===== config.mk =====
export PLATFORM = sky130hd
export DESIGN_NAME = umaf_top
export DESIGN_NICKNAME = d
export VERILOG_FILES = /design/src/shared/umaf_pkg.sv /design/src/hdl/umaf_baud.sv /design/src/hdl/umaf_tx.sv /design/src/hdl/umaf_top.sv
export VERILOG_INCLUDE_DIRS = /design/src /design/src/shared
export SDC_FILE = /design/constraint.sdc
export NUM_CORES = 1
export LEC_CHECK = 0
export BUFFER_PORTS_ARGS = -buffer_cell sky130_fd_sc_hd__buf_2
export CAP_MARGIN = 15
export CORE_MARGIN = 4
export CORE_UTILIZATION = 53
export DETAILED_ROUTE_END_ITERATION = 16
export GPL_TIMING_DRIVEN = 0
export PLACE_DENSITY_LB_ADDON = 0.12
export SLEW_MARGIN = 20
export SYNTH_ARGS = -nofsm -noshare
export SYNTH_HDL_FRONTEND = slang
export SYNTH_HIERARCHICAL = 1
export SYNTH_SLANG_ARGS = --single-unit

===== constraint.sdc =====
create_clock -name ref_clk -period 2.7 [get_ports ref_clk]
set_input_delay 0.27 -clock ref_clk [delete_from_list [all_inputs] [get_ports ref_clk]]
set_output_delay 0.27 -clock ref_clk [all_outputs]
set_load 0.005 [all_outputs]

===== src/shared/umaf_cfg.svh =====
// Register offsets, field positions, reset values and sampling constants
`ifndef UMAF_CFG_SVH
`define UMAF_CFG_SVH
`define UMAF_OFF_CSA   12'h000
`define UMAF_OFF_CSB   12'h004
`define UMAF_OFF_CSC   12'h008
`define UMAF_OFF_DATA  12'h00c
`define UMAF_OFF_BAUD  12'h010
`define UMAF_A_RXC     7
`define UMAF_A_TXC     6
`define UMAF_A_DRE     5
`define UMAF_A_FE      4
`define UMAF_A_DOR     3
`define UMAF_A_PE      2
`define UMAF_A_DSP     1
`define UMAF_A_AFM     0
`define UMAF_B_RXEN    4
`define UMAF_B_TXEN    3
`define UMAF_B_CSZ2    2
`define UMAF_B_RX9     1
`define UMAF_B_TX9     0
`define UMAF_C_PEN     5
`define UMAF_C_PODD    4
`define UMAF_C_STOP2   3
`define UMAF_C_CSZ1    2
`define UMAF_C_CSZ0    1
`define UMAF_CSZ_RST   3'h3
`define UMAF_CSZ_NINE  3'h7
`define UMAF_SPB_NORM  5'h10
`define UMAF_SPB_DBL   5'h08
`define UMAF_SF_NORM   5'h08
`define UMAF_SF_DBL    5'h04
`endif


===== src/shared/umaf_pkg.sv =====
// Types shared by the serial receiver, transmitter and register file
package umaf_pkg;
   // Receive sequencer, one-hot
   typedef enum logic [3:0] {
      umaf_idle  = 4'b0001,
      umaf_start = 4'b0010,
      umaf_data  = 4'b0100,
      umaf_stop  = 4'b1000
   } umaf_rx_e;
   // One receive buffer entry
   typedef struct packed {
      logic [8:0] data;
      logic       fe;
      logic       pe;
   } umaf_rxw_s;
   // Frame format seen by both directions
   typedef struct packed {
      logic [2:0] csz;
      logic       pen;
      logic       podd;
      logic       two_stop;
   } umaf_fmt_s;
endpackage


===== src/hdl/umaf_baud.sv =====
// Baud divider giving one sample tick per divisor+1 clocks
`timescale 1ns/100ps
`default_nettype none
module umaf_baud #(
   parameter int DIV_W = 12
) (
   // Clock and reset
   input  wire logic             ref_clk,
   input  wire logic             arst_n,
   // Divisor and tick
   input  wire logic [DIV_W-1:0] div,
   output logic                  tick
);
   logic [DIV_W-1:0] cnt;   // Down counter

   // Reload on zero; the tick is a one-cycle enable
   always_ff @(posedge ref_clk or negedge arst_n)
   begin
      if (!arst_n)
      begin
         cnt  <= '0;
         tick <= 1'b0;
      end
      else
      begin
         tick <= (cnt == '0);
         cnt  <= (cnt == '0) ? div : cnt - 1'b1;
      end
   end
endmodule
`default_nettype wire


===== src/hdl/umaf_tx.sv =====
// Transmitter: start, data, optional parity and one or two stop bits
`timescale 1ns/100ps
`default_nettype none
`include "umaf_cfg.svh"
module umaf_tx (
   // Clock and reset
   input  wire logic                ref_clk,
   input  wire logic                arst_n,
   // Timing and format
   input  wire logic                tick,
   input  wire logic                dsp,
   input  wire umaf_pkg::umaf_fmt_s fmt,
   // Character in
   input  wire logic                load,
   input  wire logic [8:0]          data,
   // Line and status
   output logic                     txd,
   output logic                     idle,
   output logic                     done
);
   logic [11:0] sh;     // Bits still to send, LSB first
   logic [3:0]  left;   // Bits remaining
   logic [4:0]  cnt;    // Sample ticks in current bit
   logic [11:0] img;    // Frame image built at load
   logic [3:0]  nd;     // Data bits
   logic        par;    // Parity over the data bits only

   // Build frame; no filter input exists, so sending never depends on it
   // Reserved size codes send eight bits, as the receiver expects
   always_comb
   begin
      par = fmt.podd;
      nd = (fmt.csz == `UMAF_CSZ_NINE) ? 4'd9 : (fmt.csz[2] ? 4'd8 : {2'b01, fmt.csz[1:0]} + 4'd1);
      img = '1;
      img[0] = 1'b0;
      for (int i = 0; i < 9; i++)
         if (i < nd)
         begin
            img[i+1] = data[i];
            par      = par ^ data[i];
         end
      if (fmt.pen)
         img[nd+1] = par;
   end

   // Shift one bit per 16 or 8 ticks
   always_ff @(posedge ref_clk or negedge arst_n)
   begin
      if (!arst_n)
      begin
         sh <= '1; left <= '0; cnt <= '0; txd <= 1'b1; idle <= 1'b1; done <= 1'b0;
      end
      else
      begin
         done <= 1'b0;
         if (load && idle)
         begin
            sh   <= img;
            left <= nd + 4'd2 + {3'b0, fmt.pen} + {3'b0, fmt.two_stop};
            cnt  <= '0;
            idle <= 1'b0;
         end
         else if (!idle && tick)
         begin
            // Bit boundary: drive next bit or finish
            if (cnt == 5'd0)
            begin
               if (left == 4'd0)
               begin
                  idle <= 1'b1;
                  done <= 1'b1;
                  txd  <= 1'b1;
               end
               else
               begin
                  txd  <= sh[0];
                  sh   <= {1'b1, sh[11:1]};
                  left <= left - 4'd1;
               end
            end
            cnt <= (cnt == (dsp ? `UMAF_SPB_DBL : `UMAF_SPB_NORM) - 5'd1) ? 5'd0 : cnt + 5'd1;
         end
      end
   end
endmodule
`default_nettype wire


===== src/hdl/umaf_top.sv =====
// Serial port with address-filtering receiver, transmitter and APB registers
// Operation
// - Filter on: drop non-address frames unbuffered
// - Five to eight bits: stop bit marks type
// - Nine bits: ninth data bit marks type
// - Marker one means address, zero data
// - Transmitter ignores the filter mode
// - Kept address frame stored, completes normally
// - Filter off accepts data frames; on ignores
// - One character size for both directions
// - Sixteen or eight samples per bit
// - First voted sample eight or four
// - Middle voted sample nine or five
// - Five to ten data-plus-parity bits
// - Normal eight-bit tolerance 95.36 to 104.58 percent
// - Split rate error equally between ends
// - Start bit majority-voted; high means noise
// - Double speed halves samples per bit
`timescale 1ns/100ps
`default_nettype none
`include "umaf_cfg.svh"
module umaf_top #(
   parameter int DIV_W = 12
) (
   // Clock and reset
   input  wire logic        ref_clk,
   input  wire logic        arst_n,
   // APB slave
   input  wire logic        psel,
   input  wire logic        penable,
   input  wire logic        pwrite,
   input  wire logic [11:0] paddr,
   input  wire logic [31:0] pwdata,
   output logic [31:0]      prdata,
   output logic             pready,
   output logic             pslverr,
   // Serial pins
   input  wire logic        serial_rx_pin,
   output logic             serial_tx_pin
);
   // Control registers
   logic             addr_filter_mode;    // Receive address filter
   logic             double_speed_sel;    // 8 samples per bit
   logic             tx_complete_flag;    // Sticky, write one to clear
   logic             rx_en;               // Receiver enable
   logic             tx_en;               // Transmitter enable
   logic [2:0]       char_size_sel;       // Shared by both directions
   logic             two_stop_sel;        // Transmit two stop bits
   logic [1:0]       pmode;               // Parity enable, odd
   logic             tx_ninth_bit;        // Ninth bit to send
   logic [DIV_W-1:0] baud_divisor;        // Tick every divisor+1 clocks
   // Transmit buffer
   logic [8:0]       txbuf;               // One pending character
   logic             txbuf_v;             // Pending character valid
   logic             tx_idle;             // Shifter idle
   logic             tx_done;             // Shifter finished frame
   // Receive buffer, two entries
   umaf_pkg::umaf_rxw_s rxq [2];          // Stored frames
   logic             rd_ptr;              // Head index
   logic [1:0]       fill;                // Entries held
   logic             dor;                 // Overrun seen
   // Receive sequencer
   umaf_pkg::umaf_rx_e state;             // Current phase
   logic [4:0]       cnt;                 // Sample number in bit
   logic [1:0]       smp;                 // Samples SF and SF+1
   logic [3:0]       idx;                 // Bit number in frame
   logic [9:0]       sr;                  // Data and parity bits
   logic             tick;                // Sample tick
   umaf_pkg::umaf_fmt_s fmt;              // Common frame format

   // Majority of three samples
   function automatic logic vote3(input logic a, input logic b, input logic c);
      return (a & b) | (a & c) | (b & c);
   endfunction

   // Data bits for a size code; reserved codes act as eight
   function automatic logic [3:0] data_bits(input logic [2:0] c);
      if (c == `UMAF_CSZ_NINE)
         return 4'd9;
      return c[2] ? 4'd8 : {2'b01, c[1:0]} + 4'd1;
   endfunction

   // Keep the low n bits, clear the rest
   function automatic logic [8:0] low_bits(input logic [9:0] s, input logic [3:0] n);
      logic [8:0] d;
      d = '0;
      for (int i = 0; i < 9; i++)
         if (i < n)
            d[i] = s[i];
      return d;
   endfunction

   assign fmt = '{csz: char_size_sel, pen: pmode[1], podd: pmode[0], two_stop: two_stop_sel};

   // Sampling geometry per speed
   logic [4:0] spb;
   logic [4:0] sf;
   assign spb = double_speed_sel ? `UMAF_SPB_DBL : `UMAF_SPB_NORM;
   assign sf  = double_speed_sel ? `UMAF_SF_DBL : `UMAF_SF_NORM;

   // Frame length and end-of-frame decode
   logic [3:0] nd;
   logic [3:0] total;
   logic       maj;
   logic       vote_now;
   logic       frame_end;
   logic       marker;
   logic       keep;
   logic       store;
   logic       overrun;
   logic [8:0] rx_word;
   logic       rx_pe;
   assign nd        = data_bits(char_size_sel);
   assign total     = nd + {3'b0, pmode[1]};
   assign maj       = vote3(smp[1], smp[0], serial_rx_pin);
   assign vote_now  = tick && state != umaf_pkg::umaf_idle && cnt == sf + 5'd1;
   assign frame_end = vote_now && state == umaf_pkg::umaf_stop;
   assign rx_word   = low_bits(sr, nd);
   assign rx_pe     = pmode[1] & (^rx_word ^ sr[nd] ^ pmode[0]);
   assign marker    = (char_size_sel == `UMAF_CSZ_NINE) ? sr[8] : maj;
   assign keep      = !addr_filter_mode || marker;
   assign store     = frame_end && keep && fill != 2'd2;
   assign overrun   = frame_end && keep && fill == 2'd2;

   // APB decode
   logic setup;
   logic wr;
   logic rd;
   logic hit;
   logic pop;
   assign setup = psel && !penable;
   assign wr    = psel && penable && pready && pwrite;
   assign rd    = psel && penable && pready && !pwrite;
   assign hit   = paddr == `UMAF_OFF_CSA || paddr == `UMAF_OFF_CSB || paddr == `UMAF_OFF_CSC
                  || paddr == `UMAF_OFF_DATA || paddr == `UMAF_OFF_BAUD;
   assign pop   = rd && paddr == `UMAF_OFF_DATA && fill != 2'd0;

   // Read view of the registers
   logic [31:0] rmux;
   always_comb
   begin
      rmux = '0;
      unique case (paddr)
         `UMAF_OFF_CSA:
         begin
            rmux[`UMAF_A_RXC] = fill != 2'd0;
            rmux[`UMAF_A_TXC] = tx_complete_flag;
            rmux[`UMAF_A_DRE] = !txbuf_v;
            rmux[`UMAF_A_FE]  = fill != 2'd0 && rxq[rd_ptr].fe;
            rmux[`UMAF_A_DOR] = dor;
            rmux[`UMAF_A_PE]  = fill != 2'd0 && rxq[rd_ptr].pe;
            rmux[`UMAF_A_DSP] = double_speed_sel;
            rmux[`UMAF_A_AFM] = addr_filter_mode;
         end
         `UMAF_OFF_CSB:
         begin
            rmux[`UMAF_B_RXEN] = rx_en;
            rmux[`UMAF_B_TXEN] = tx_en;
            rmux[`UMAF_B_CSZ2] = char_size_sel[2];
            rmux[`UMAF_B_RX9]  = rxq[rd_ptr].data[8];
            rmux[`UMAF_B_TX9]  = tx_ninth_bit;
         end
         `UMAF_OFF_CSC:
         begin
            rmux[`UMAF_C_PEN]   = pmode[1];
            rmux[`UMAF_C_PODD]  = pmode[0];
            rmux[`UMAF_C_STOP2] = two_stop_sel;
            rmux[`UMAF_C_CSZ1]  = char_size_sel[1];
            rmux[`UMAF_C_CSZ0]  = char_size_sel[0];
         end
         `UMAF_OFF_DATA:
            rmux[7:0] = rxq[rd_ptr].data[7:0];
         `UMAF_OFF_BAUD:
            rmux[DIV_W-1:0] = baud_divisor;
         default:
            rmux = '0;
      endcase
   end

   // Answer one cycle after setup; read data captured at setup
   always_ff @(posedge ref_clk or negedge arst_n)
   begin
      if (!arst_n)
      begin
         pready <= 1'b0; pslverr <= 1'b0; prdata <= '0;
      end
      else
      begin
         pready  <= setup;
         pslverr <= setup && !hit;
         prdata  <= (setup && !pwrite) ? rmux : '0;
      end
   end

   // Control register writes; filter bit sits beside the write-one-clear flag
   always_ff @(posedge ref_clk or negedge arst_n)
   begin
      if (!arst_n)
      begin
         addr_filter_mode <= 1'b0; double_speed_sel <= 1'b0; rx_en <= 1'b0; tx_en <= 1'b0;
         char_size_sel <= `UMAF_CSZ_RST; two_stop_sel <= 1'b0; pmode <= '0;
         tx_ninth_bit <= 1'b0; baud_divisor <= '0;
      end
      else if (wr)
      begin
         unique case (paddr)
            `UMAF_OFF_CSA:
            begin
               addr_filter_mode <= pwdata[`UMAF_A_AFM];
               double_speed_sel <= pwdata[`UMAF_A_DSP];
            end
            `UMAF_OFF_CSB:
            begin
               rx_en            <= pwdata[`UMAF_B_RXEN];
               tx_en            <= pwdata[`UMAF_B_TXEN];
               char_size_sel[2] <= pwdata[`UMAF_B_CSZ2];
               tx_ninth_bit     <= pwdata[`UMAF_B_TX9];
            end
            `UMAF_OFF_CSC:
            begin
               pmode              <= pwdata[`UMAF_C_PEN:`UMAF_C_PODD];
               two_stop_sel       <= pwdata[`UMAF_C_STOP2];
               char_size_sel[1:0] <= pwdata[`UMAF_C_CSZ1:`UMAF_C_CSZ0];
            end
            `UMAF_OFF_BAUD:
               baud_divisor <= pwdata[DIV_W-1:0];
            default:
               ;
         endcase
      end
   end

   // Transmit buffer and complete flag; completion wins over a clear
   always_ff @(posedge ref_clk or negedge arst_n)
   begin
      if (!arst_n)
      begin
         txbuf <= '0; txbuf_v <= 1'b0; tx_complete_flag <= 1'b0;
      end
      else
      begin
         if (wr && paddr == `UMAF_OFF_DATA && !txbuf_v)
         begin
            txbuf   <= {tx_ninth_bit, pwdata[7:0]};
            txbuf_v <= 1'b1;
         end
         else if (txbuf_v && tx_idle && tx_en)
            txbuf_v <= 1'b0;
         if (tx_done && !txbuf_v)
            tx_complete_flag <= 1'b1;
         else if (wr && paddr == `UMAF_OFF_CSA && pwdata[`UMAF_A_TXC])
            tx_complete_flag <= 1'b0;
      end
   end

   // Receive sequencer; line taken as synchronous
   always_ff @(posedge ref_clk or negedge arst_n)
   begin
      if (!arst_n)
      begin
         state <= umaf_pkg::umaf_idle; cnt <= '0; smp <= '0; idx <= '0; sr <= '0;
      end
      else if (!rx_en)
         state <= umaf_pkg::umaf_idle;          // Disabling drops a frame at once
      else if (tick)
      begin
         if (state == umaf_pkg::umaf_idle)
         begin
            // Falling edge: this is sample 1
            if (!serial_rx_pin)
            begin
               state <= umaf_pkg::umaf_start;
               cnt   <= 5'd1;
            end
         end
         else
         begin
            cnt <= (cnt == spb) ? 5'd1 : cnt + 5'd1;
            // cnt names the sample last taken, so this tick takes cnt+1
            if (cnt == sf - 5'd1 || cnt == sf)
               smp <= {smp[0], serial_rx_pin};
            if (cnt == sf + 5'd1)
            begin
               // Stop ends at the vote so an early start is caught
               if (state == umaf_pkg::umaf_start && maj)
                  state <= umaf_pkg::umaf_idle;
               else if (state == umaf_pkg::umaf_stop)
                  state <= umaf_pkg::umaf_idle;
               else if (state == umaf_pkg::umaf_data)
                  sr[idx] <= maj;
            end
            if (cnt == spb && state == umaf_pkg::umaf_start)
            begin
               state <= umaf_pkg::umaf_data;
               idx   <= '0;
            end
            else if (cnt == spb && state == umaf_pkg::umaf_data)
            begin
               idx <= idx + 4'd1;
               if (idx == total - 4'd1)
                  state <= umaf_pkg::umaf_stop;
            end
         end
      end
   end

   // Receive buffer; dropped frames never reach it
   always_ff @(posedge ref_clk or negedge arst_n)
   begin
      if (!arst_n)
      begin
         rxq[0] <= '0; rxq[1] <= '0; rd_ptr <= 1'b0; fill <= '0; dor <= 1'b0;
      end
      else if (!rx_en)
      begin
         fill <= '0; dor <= 1'b0;
      end
      else
      begin
         if (store)
            rxq[rd_ptr ^ fill[0]] <= '{data: rx_word, fe: !maj, pe: rx_pe};
         if (pop)
            rd_ptr <= !rd_ptr;
         fill <= fill + {1'b0, store} - {1'b0, pop};
         if (overrun)
            dor <= 1'b1;
         else if (store)
            dor <= 1'b0;
      end
   end

   // Sample tick source
   umaf_baud #(.DIV_W(DIV_W)) u_baud (
      .ref_clk (ref_clk),
      .arst_n  (arst_n),
      .div     (baud_divisor),
      .tick    (tick)
   );

   // Transmitter; no filter input by design
   umaf_tx u_tx (
      .ref_clk (ref_clk),
      .arst_n  (arst_n),
      .tick    (tick),
      .dsp     (double_speed_sel),
      .fmt     (fmt),
      .load    (txbuf_v && tx_en),
      .data    (txbuf),
      .txd     (serial_tx_pin),
      .idle    (tx_idle),
      .done    (tx_done)
   );
endmodule
`default_nettype wire


==> impl_metrics.tcl, run 1 <==
set metrics [dict create \
    status "finished clean" \
    critPathKind "flop to flop" \
    area_growth_pct 17.59 \
    dp_cells 989 \
    hold_path_class "primary input to flop" \
    root_buffer "clkbuf_16" \
    drt_first_pass_iters 5 \
    grt_max_degree 80 \
    fill_cells 1126 \
    clk_latency_ps 420 \
    core-area_sq_mm 0.01393 \
    rsz0062_at_grt "true" \
    track_usage 0.2241 \
    final_cells 1028 \
    fmax_mhz 375.4 \
    drive_gt1_frac 0.2748 \
    layout_min_cycle_time_ps 2664 \
    die_w_microns 127.6 \
    synth_edf_count 0 \
    whs_ps 78.56 \
    gp_congestion 0.8828 \
    p_per_area_mw_per_mm2 568.0 \
    first_iter_violations 413 \
    tightestPinTransition_ps 847.3 \
    setup_slack_ps 36.13 \
    p_total_mw 5.065 \
    synth_top_area_cell "dfrtp_1" \
    cts_max_level 4 \
    yosysSeqAreaShare 0.4517 \
    syn_inst 746 \
    ys_async_sr_fraction 1.000 \
    setup_viol 0 \
    leakage_nw 4.068 \
    clk_pin_slew_ps 60 \
    clk_path_buf_depth 2 \
    place_ws_ps -241.0 \
    ff2ff_path_depth 12 \
    syn_area_sq_mm 0.007582 \
    cp-end-kind "flop" \
    antenna_found_initial 0 \
    timing.final.hold_violations 0 \
    vias 5811 \
    drc 0 \
    synthTopCellsByArea "dfrtp_1 (39%), mux2_2 (8.3%), dfstp_2 (5.9%), nand2_1 (4.0%), xnor2_1 (3.2%)" \
    grt_pass1_wl_microns 28970 \
    min_path_cells 2 \
    drv_slew 0 \
    maxCapViolCount 0 \
    synth_ff_type "dfrtp_1" \
    path_max_fanout 10 \
    nets 906 \
    min_period_over_period 0.9866 \
    post_drt_via_cell_ratio 5.653 \
    synth_top_area_frac 0.3927 \
    std_cell_rows 43 \
    yosys.cell_types.count 75 \
    mostFrequentLayoutCell "dfrtp_1" \
    die_h_microns 127.6 \
    numCtsBuffers 17 \
    slew_headroom 0.4299 \
    drtAntennaViolNets 0 \
    wl_per_cell_microns 17.21 \
    die_area_sq_mm 0.01628 \
    n_antenna_cell 0 \
    ir_worst_vdd_uv 440.4 \
    avgSynthCellArea_sq_um 10.16 \
    grt_remaining_overflow 0 \
    dp_hpwl_microns 12650 \
    cts_tree "built" \
    io_buffers 43 \
    wirelength_microns 17690 \
    critical_path_arrival_ps 2970 \
    first_global_vias 5778 \
    cts_sinks 136 \
    io_pins 85 \
    required_ps 3010 \
    start_util 0.5441 \
    skew_ps 7.737 \
    worst_setup_path_start_kind "flop" \
    ys_ff_latch 136 \
    mostFrequentLayoutCells "dfrtp_1 (117), nand2_1 (79), mux2_2 (56)" \
    yosys_warnings 6 \
]
## kinds of logic (layout without fill, tap and decap cells)
group | after synthesis | count (layout) | synth area share
xor+xnor | 41 | 41 | 0.05017
simple gates | 264 | 264 | 0.1870
buf+inv | 73 | 156 | 0.05082
fa+ha+maj | 21 | 21 | 0.03531
flops | 136 | 136 | 0.4517
compound gates | 133 | 133 | 0.1096
mux | 77 | 77 | 0.1150
other cells | 1 | 20 | 0.0004946
## per-stage QoR
step,util,setup TNS [ps],instance area [sq um]
global placement,0.5809,-47080,8094
detailed placement,0.5836,-476.4,8132
floorplan,-,0,7654
CTS,0.6372,0,8879
finish,0.6398,0,8916
global route,0.6398,-55.72,8916
## flip-flops by register name (all words and copies together), names as in the netlist, 2 cells and up
| signal | flops |
|---|---|
| rxq | 22 |
| baud_divisor | 12 |
| prdata | 12 |
| u_baud/cnt | 12 |
| u_tx/sh | 12 |
| sr | 10 |
| txbuf | 9 |
| cnt | 5 |
| u_tx/cnt | 5 |
| idx | 4 |
| state | 4 |
| u_tx/left | 4 |
| char_size_sel | 3 |
| fill | 2 |
| pmode | 2 |
| smp | 2 |
## worst max-delay path, cell delays in order, from the launching register on
cell and delay [ps]:
dfrtp_1 390, buf_6 150, nor3b_4 230, o21ai_4 90, nor3_4 160, nand2_2 90
or4_4 550, ha_4 270, inv_1 40, ha_2 170, xnor2_2 140, xnor2_1 130
and2_1 150
## layout make-up
| type | instances | area [sq um] | share of cell area |
|---|---|---|---|
| tap | 180 | 225.2 | 0.02526 |
| clock buffer | 21 | 470.5 | 0.05276 |
| multi-input combinational | 556 | 3929 | 0.4406 |
| buffer | 46 | 295.3 | 0.03312 |
| sequential | 136 | 3427 | 0.3844 |
| clock inverter | 10 | 145.1 | 0.01628 |
| timing repair buffer | 54 | 330.3 | 0.03705 |
| inverter | 25 | 93.84 | 0.01052 |
## metal layers
metal  global-route usage  share of wire  wire length (microns)
met1               0.2904           0.43                   7620
met2               0.3837           0.51                   9093
met3              0.04515          0.042                    738
met4              0.06242          0.013                    235
met5                    0              0                      0
## worst paths after layout
| path | slack (ps) | start | endpoint |
|---|---|---|---|
| setup / recovery | 40 | cnt[2] | fill[1] |
| setup reg to reg | 40 | cnt[2] | fill[1] |
| hold / removal | 80 | penable | pready |
| max in group asynchronous | 1590 | arst_n | state[0] |
| min in group asynchronous | 380 | arst_n | txbuf[7] |
| hold reg to reg | 460 | u_baud/cnt[0] | u_baud/cnt[0] |
## cell usage after synthesis, drive strengths merged (2+ instances only)
master,instances
a21boi,4
nand2b,9
nor2b,15
a221oi,7
nand3b,6
o21a,2
o31ai,5
o22ai,5
nor3,16
nor2,50
and3,6
or4,2
o221ai,3
nor3b,3
or2,2
a31oi,9
dfstp,17
a21o,2
a21oi,30
a22oi,3
nand3,26
buf,31
nor4b,3
xnor2,29
inv,25
or3b,3
nand4b,2
mux2,63
o21ai,46
nor4,10
ha,19
o211ai,3
xor2,11
a32oi,4
mux2i,14
or3,7
dfrtp,119
and3b,2
nand2,81
nand4,5
a211oi,4
clkbuf,17
and2,15
## what timing repair did
action	CTS	global route
hold buffers	1	0
setup buffers	7	2
endpoints found under the hold margin	51	0
setup endpoints to repair	4	8
pin swaps	5	3
resized for setup	18	4
## report_power, final
part,switching (mW),internal [mW]
registers,0.123,2.14
clock network,0.873,1.52
logic,0.217,0.188
total,1.21,3.85
(Power assumes the default switching activity.)
==> run 2: changes to the inputs <==
==> constraint.sdc (replaced) <==
create_clock -name ref_clk -period 2.7 [get_ports ref_clk]
set_input_delay 0.135 -clock ref_clk [delete_from_list [all_inputs] [get_ports ref_clk]]
set_output_delay 0.135 -clock ref_clk [all_outputs]
set_load 0.005 [all_outputs]
==> impl_metrics.tcl, run 2 (synthesis gave the netlist of run 1 again) <==
set metrics [dict create \
    setup_viol 0 \
    drv_slew 0 \
    grt_remaining_overflow 0 \
    dpl-instance-area_sq_mm 0.008132 \
    rsz0062_at_grt "true" \
    critPathKind "flop to flop" \
    layout_min_cycle_time_ps 2668 \
    clk_pin_slew_ps 60 \
    die_h_microns 127.6 \
    post_drt_via_cell_ratio 5.641 \
    required_ps 3010 \
    std_cell_rows 43 \
    numCtsBuffers 17 \
    path_max_fanout 10 \
    min_period_over_period 0.9882 \
    ir_worst_vdd_uv 442.6 \
    tightestPinTransition_ps 841.7 \
    vias 5844 \
    cts_sinks 136 \
    status "finished clean" \
    hold_path_startpoint "pwdata[6]" \
    rr_endpoint "fill[1]" \
    track_usage 0.2247 \
    antenna_found_initial 0 \
    drt_first_pass_iters 5 \
    cp-end-kind "flop" \
    wl_met2_microns 9166 \
    hold_path_class "primary input to flop" \
    core-area_sq_mm 0.01393 \
    maxCapViolCount 0 \
    ff2ff_setup_slack_ps 30 \
    first_iter_violations 396 \
    cts_max_level 4 \
    largest_register_ffs 22 \
    cts_tree "built" \
    dp_hpwl_microns 12650 \
    place_ws_ps -241.0 \
    drtAntennaViolNets 0 \
    leakage_nw 4.102 \
    slew_headroom 0.4337 \
    mostFrequentLayoutCell "dfrtp_1" \
    io_pins 85 \
    worst_setup_path_start_kind "flop" \
    die_area_sq_mm 0.01628 \
    die_w_microns 127.6 \
    dr_wl_met3_microns 806 \
    fill_cells 1116 \
    clk_latency_ps 420 \
    mostFrequentLayoutCells "dfrtp_1 (117), nand2_1 (79), mux2_2 (56)" \
    nets 914 \
    final_cell_area_sq_mm 0.008996 \
    wirelength_microns 17750 \
    ff2ff_path_depth 12 \
    first_global_vias 5810 \
    wl_per_cell_microns 17.14 \
    clk_path_buf_depth 2 \
    critical_path_arrival_ps 2980 \
    fin_tns_setup_ps 0 \
    grt_max_degree 80 \
    drc 0 \
    hold_path_end "baud_divisor[6]" \
    top_register "rxq" \
    timing.final.hold_violations 0 \
    grt_pass1_wl_microns 29080 \
    p_per_area_mw_per_mm2 563.7 \
    n_antenna_cell 0 \
    root_buffer "clkbuf_16" \
    r2r_start "cnt[2]" \
    fmax_mhz 374.8 \
    area_growth_pct 18.65 \
    post-route-util 0.6456 \
    start_util 0.5441 \
    met1_length_microns 7550 \
    skew_ps 7.440 \
    drive_gt1_frac 0.2722 \
    setup_slack_ps 31.95 \
    min_path_cells 2 \
    dr.max_layer_used "met4" \
    gp_congestion 0.8828 \
    io_buffers 43 \
]
==> run 2: changes by cell type in the layout (fill, tap and decap cells not counted), sizes merged <==
cell | previous run | this run
dlygate4sd3 | 1 | 9
==> run 2: where the power goes <==
| group | total, mW | switching (mW) | leakage, nW | internal, mW |
|---|---|---|---|---|
| Sequential | 2.26 | 0.122 | 1.77 | 2.14 |
| Combinational | 0.413 | 0.218 | 2.03 | 0.195 |
| Clock | 2.40 | 0.873 | 0.295 | 1.52 |
| Total | 5.07 | 1.21 | 4.10 | 3.86 |
==> run 2: worst max-delay path: stages, from the launching register on <==
cell and delay [ps]:
dfrtp_1 390, buf_6 150, nor3b_4 230, o21ai_4 90, nor3_4 160, nand2_2 90
or4_4 550, ha_4 270, inv_1 40, ha_2 170, xnor2_2 140, xnor2_1 130
and2_1 150
==> run 2: area by class of cell <==
class                           instances  area, sq um  share of cell area
Buffer                                 46        295.3             0.03282
Clock buffer                           21        470.5             0.05229
Clock inverter                         10        145.1             0.01613
Inverter                               25        93.84             0.01043
Multi-Input combinational cell        556         3929              0.4367
Sequential cell                       136         3427              0.3809
Tap cell                              180        225.2             0.02503
Timing Repair Buffer                   62        410.4             0.04562
==> run 2: through the flow <==
step	hold WS (ps)	instances	power [mW]
finish	10.95	1036	5.071
global route	16.80	1036	5.281
CTS	7.506	1034	5.103
detailed placement	93.29	989	2.694
global placement	350.2	988	2.669
floorplan	-160.6	765	2.547
==> run 2: how the worst max path moves through the flow <==
stage | endpoint | start | cells after the start
final | fill[1] | cnt[2] | 12
after global routing | fill[1] | cnt[1] | 13
after CTS | fill[1] | cnt[2] | 12
after detailed placement | fill[1] | char_size_sel[0] | 12
after global placement | rxq[12] | arst_n | 1
after floorplan | fill[1] | char_size_sel[0] | 12
==> run 2: repair_timing <==
item                       in CTS  in global routing
gates cloned                    0                  0
hold buffers                    9                  0
setup endpoints to repair       4                  8
pin swaps                       5                  3
gates resized for setup        18                  4
buffers inserted                7                  2
hold endpoints to repair       66                  0
==> run 2: routing by layer <==
metal	up-vias	GRT usage
met3	18	0.04473
li1	2800	-
met5	-	0
met4	0	0.06242
met2	143	0.3856
met1	2883	0.2910
==> run 3: changes to the inputs <==
--- a/config.mk
+++ b/config.mk
@@ -11,3 +11,3 @@
 export CORE_MARGIN = 4
-export CORE_UTILIZATION = 53
+export CORE_UTILIZATION = 50
 export DETAILED_ROUTE_END_ITERATION = 16
==> constraint.sdc (replaced) <==
create_clock -name ref_clk -period 2.7 [get_ports ref_clk]
set_input_delay 0.54 -clock ref_clk [delete_from_list [all_inputs] [get_ports ref_clk]]
set_output_delay 0.54 -clock ref_clk [all_outputs]
set_load 0.005 [all_outputs]
==> impl_metrics.tcl, run 3 (synthesis gave the netlist of run 1 again) <==
set metrics [dict create \
    wl_per_cell_microns 16.73 \
    critPathKind "flop to flop" \
    whs_ps 26.75 \
    track_usage 0.2034 \
    p_per_area_mw_per_mm2 581.9 \
    grt_remaining_overflow 0 \
    top_register "rxq" \
    setup_viol 0 \
    cp-end-kind "flop" \
    root_buffer "clkbuf_16" \
    die_area_sq_mm 0.01720 \
    holdBufCountCts 0 \
    gp_congestion 0.8571 \
    setup_slack_ps 83.28 \
    drtAntennaViolNets 0 \
    std_cell_rows 44 \
    io_pins 85 \
    largest_register_ffs 22 \
    cts_max_level 4 \
    path_common_cell "ha_1" \
    status "finished clean" \
    rsz0062_at_grt "true" \
    clk_latency_ps 430 \
    core-area_sq_mm 0.01470 \
    hold_path_class "primary input to async pin" \
    grt_pass1_wl_microns 28460 \
    start_util 0.5158 \
    mostFrequentLayoutCell "dfrtp_1" \
    die_w_microns 131.1 \
    layout_min_cycle_time_ps 2617 \
    numCtsBuffers 17 \
    drt_first_pass_iters 5 \
    first_iter_violations 362 \
    dp_hpwl_microns 12610 \
    vias 5782 \
    timing.final.hold_violations 0 \
    path_max_fanout 3 \
    first_global_vias 5786 \
    clk_path_buf_depth 2 \
    ir_worst_vdd_uv 446.4 \
    nets 904 \
    fin_tns_setup_ps 0 \
    antenna_found_initial 0 \
    io_buffers 43 \
    path_buf_inv 2 \
    cp_cell_sequence "inv_2 > ha_1 > nor2b_4 > o21ai_4 > nor3_2 > nand2_1 > or4_1 > ha_1 > inv_1 > ha_1 > xnor2_1 > xnor2_1 > and2_1" \
    critPathSlowestCell "or4_1" \
    grt_max_degree 86 \
    mostFrequentLayoutCells "dfrtp_1 (117), nand2_1 (80), mux2_2 (56)" \
    die_h_microns 131.1 \
    post_drt_via_cell_ratio 5.608 \
    drc 0 \
    critPathMaxStageDelay_ps 520 \
    p_total_mw 5.179 \
    n_antenna_cell 0 \
    required_ps 3020 \
    wirelength_microns 17250 \
    place_ws_ps -220.4 \
    drv_slew 0 \
    cts_tree "built" \
    slew_headroom 0.3919 \
    min_period_over_period 0.9692 \
    worst_setup_path_start_kind "flop" \
    leakage_nw 4.080 \
    critical_path_arrival_ps 2930 \
    skew_ps 11.39 \
    maxCapViolCount 0 \
    clk_pin_slew_ps 60 \
    tightestPinTransition_ps 903.8 \
    fmax_mhz 382.2 \
    area_growth_pct 17.38 \
    cp_top_family "simple AND/OR/NAND/NOR gates" \
    cts_sinks 136 \
    drive_gt1_frac 0.2704 \
]
[run 3: changes by cell type in the layout (fill, tap and decap cells not counted), sizes merged]
cell / previous run / this run
dlygate4sd3: 9 / 0
inv: 25 / 30
clkbuf: 37 / 33
buf: 83 / 82
bufinv: 3 / 4
clkinv: 5 / 4
[run 3: power by group]
part | leakage [nW] | total, mW | switching [mW] | internal [mW]
sequential | 1.77 | 2.26 | 0.122 | 2.14
combinational | 2.00 | 0.403 | 0.216 | 0.187
clock | 0.307 | 2.51 | 0.948 | 1.57
[run 3: final timing paths]
| path | from | end | slack [ps] | cells past startpoint |
|---|---|---|---|---|
| worst min register to register | u_baud/cnt[0] | u_baud/cnt[0] | 460 | 1 |
| worst min-delay path | arst_n | txbuf[0] | 30 | 1 |
| worst max-delay path | cnt[1] | fill[1] | 80 | 13 |
| worst max register to register | cnt[1] | fill[1] | 80 | 13 |
| max in group asynchronous | arst_n | state[0] | 1910 | 2 |
| min in group ref_clk | penable | pready | 330 | 2 |
[run 3: per-stage QoR]
stage	area, sq um	cells	utilization
2_1_floorplan	7654	765	-
3_3_place_gp	8099	992	0.5510
3_5_place_dp	8137	993	0.5535
4_1_cts	8879	1031	0.6040
5_1_grt	8900	1031	0.6055
6_report	8900	1031	0.6055
[run 3: what timing repair did]
item / CTS / global route
buffers inserted: 8 / 0
pin swaps: 5 / 3
setup endpoints to repair: 5 / 7
resized for setup: 13 / 3
[run 3: layer usage]
layer  track usage  part of all wire  wire length [microns]
met1        0.2589              0.44                   7664
met2        0.3468              0.50                   8687
met3       0.05772             0.042                    721
met4       0.04726             0.010                    176
met5             0                 0                      0
[run 3: layout make-up]
| class | instances | area [sq um] |
|---|---|---|
| timing repair buffer | 52 | 312.8 |
| tap | 184 | 230.2 |
| clock buffer | 17 | 425.4 |
| buffer | 46 | 295.3 |
| clock inverter | 15 | 216.5 |
| inverter | 25 | 93.84 |
| sequential | 136 | 3427 |
| fill | 1224 | 5799 |
| multi-input combinational | 556 | 3899 |
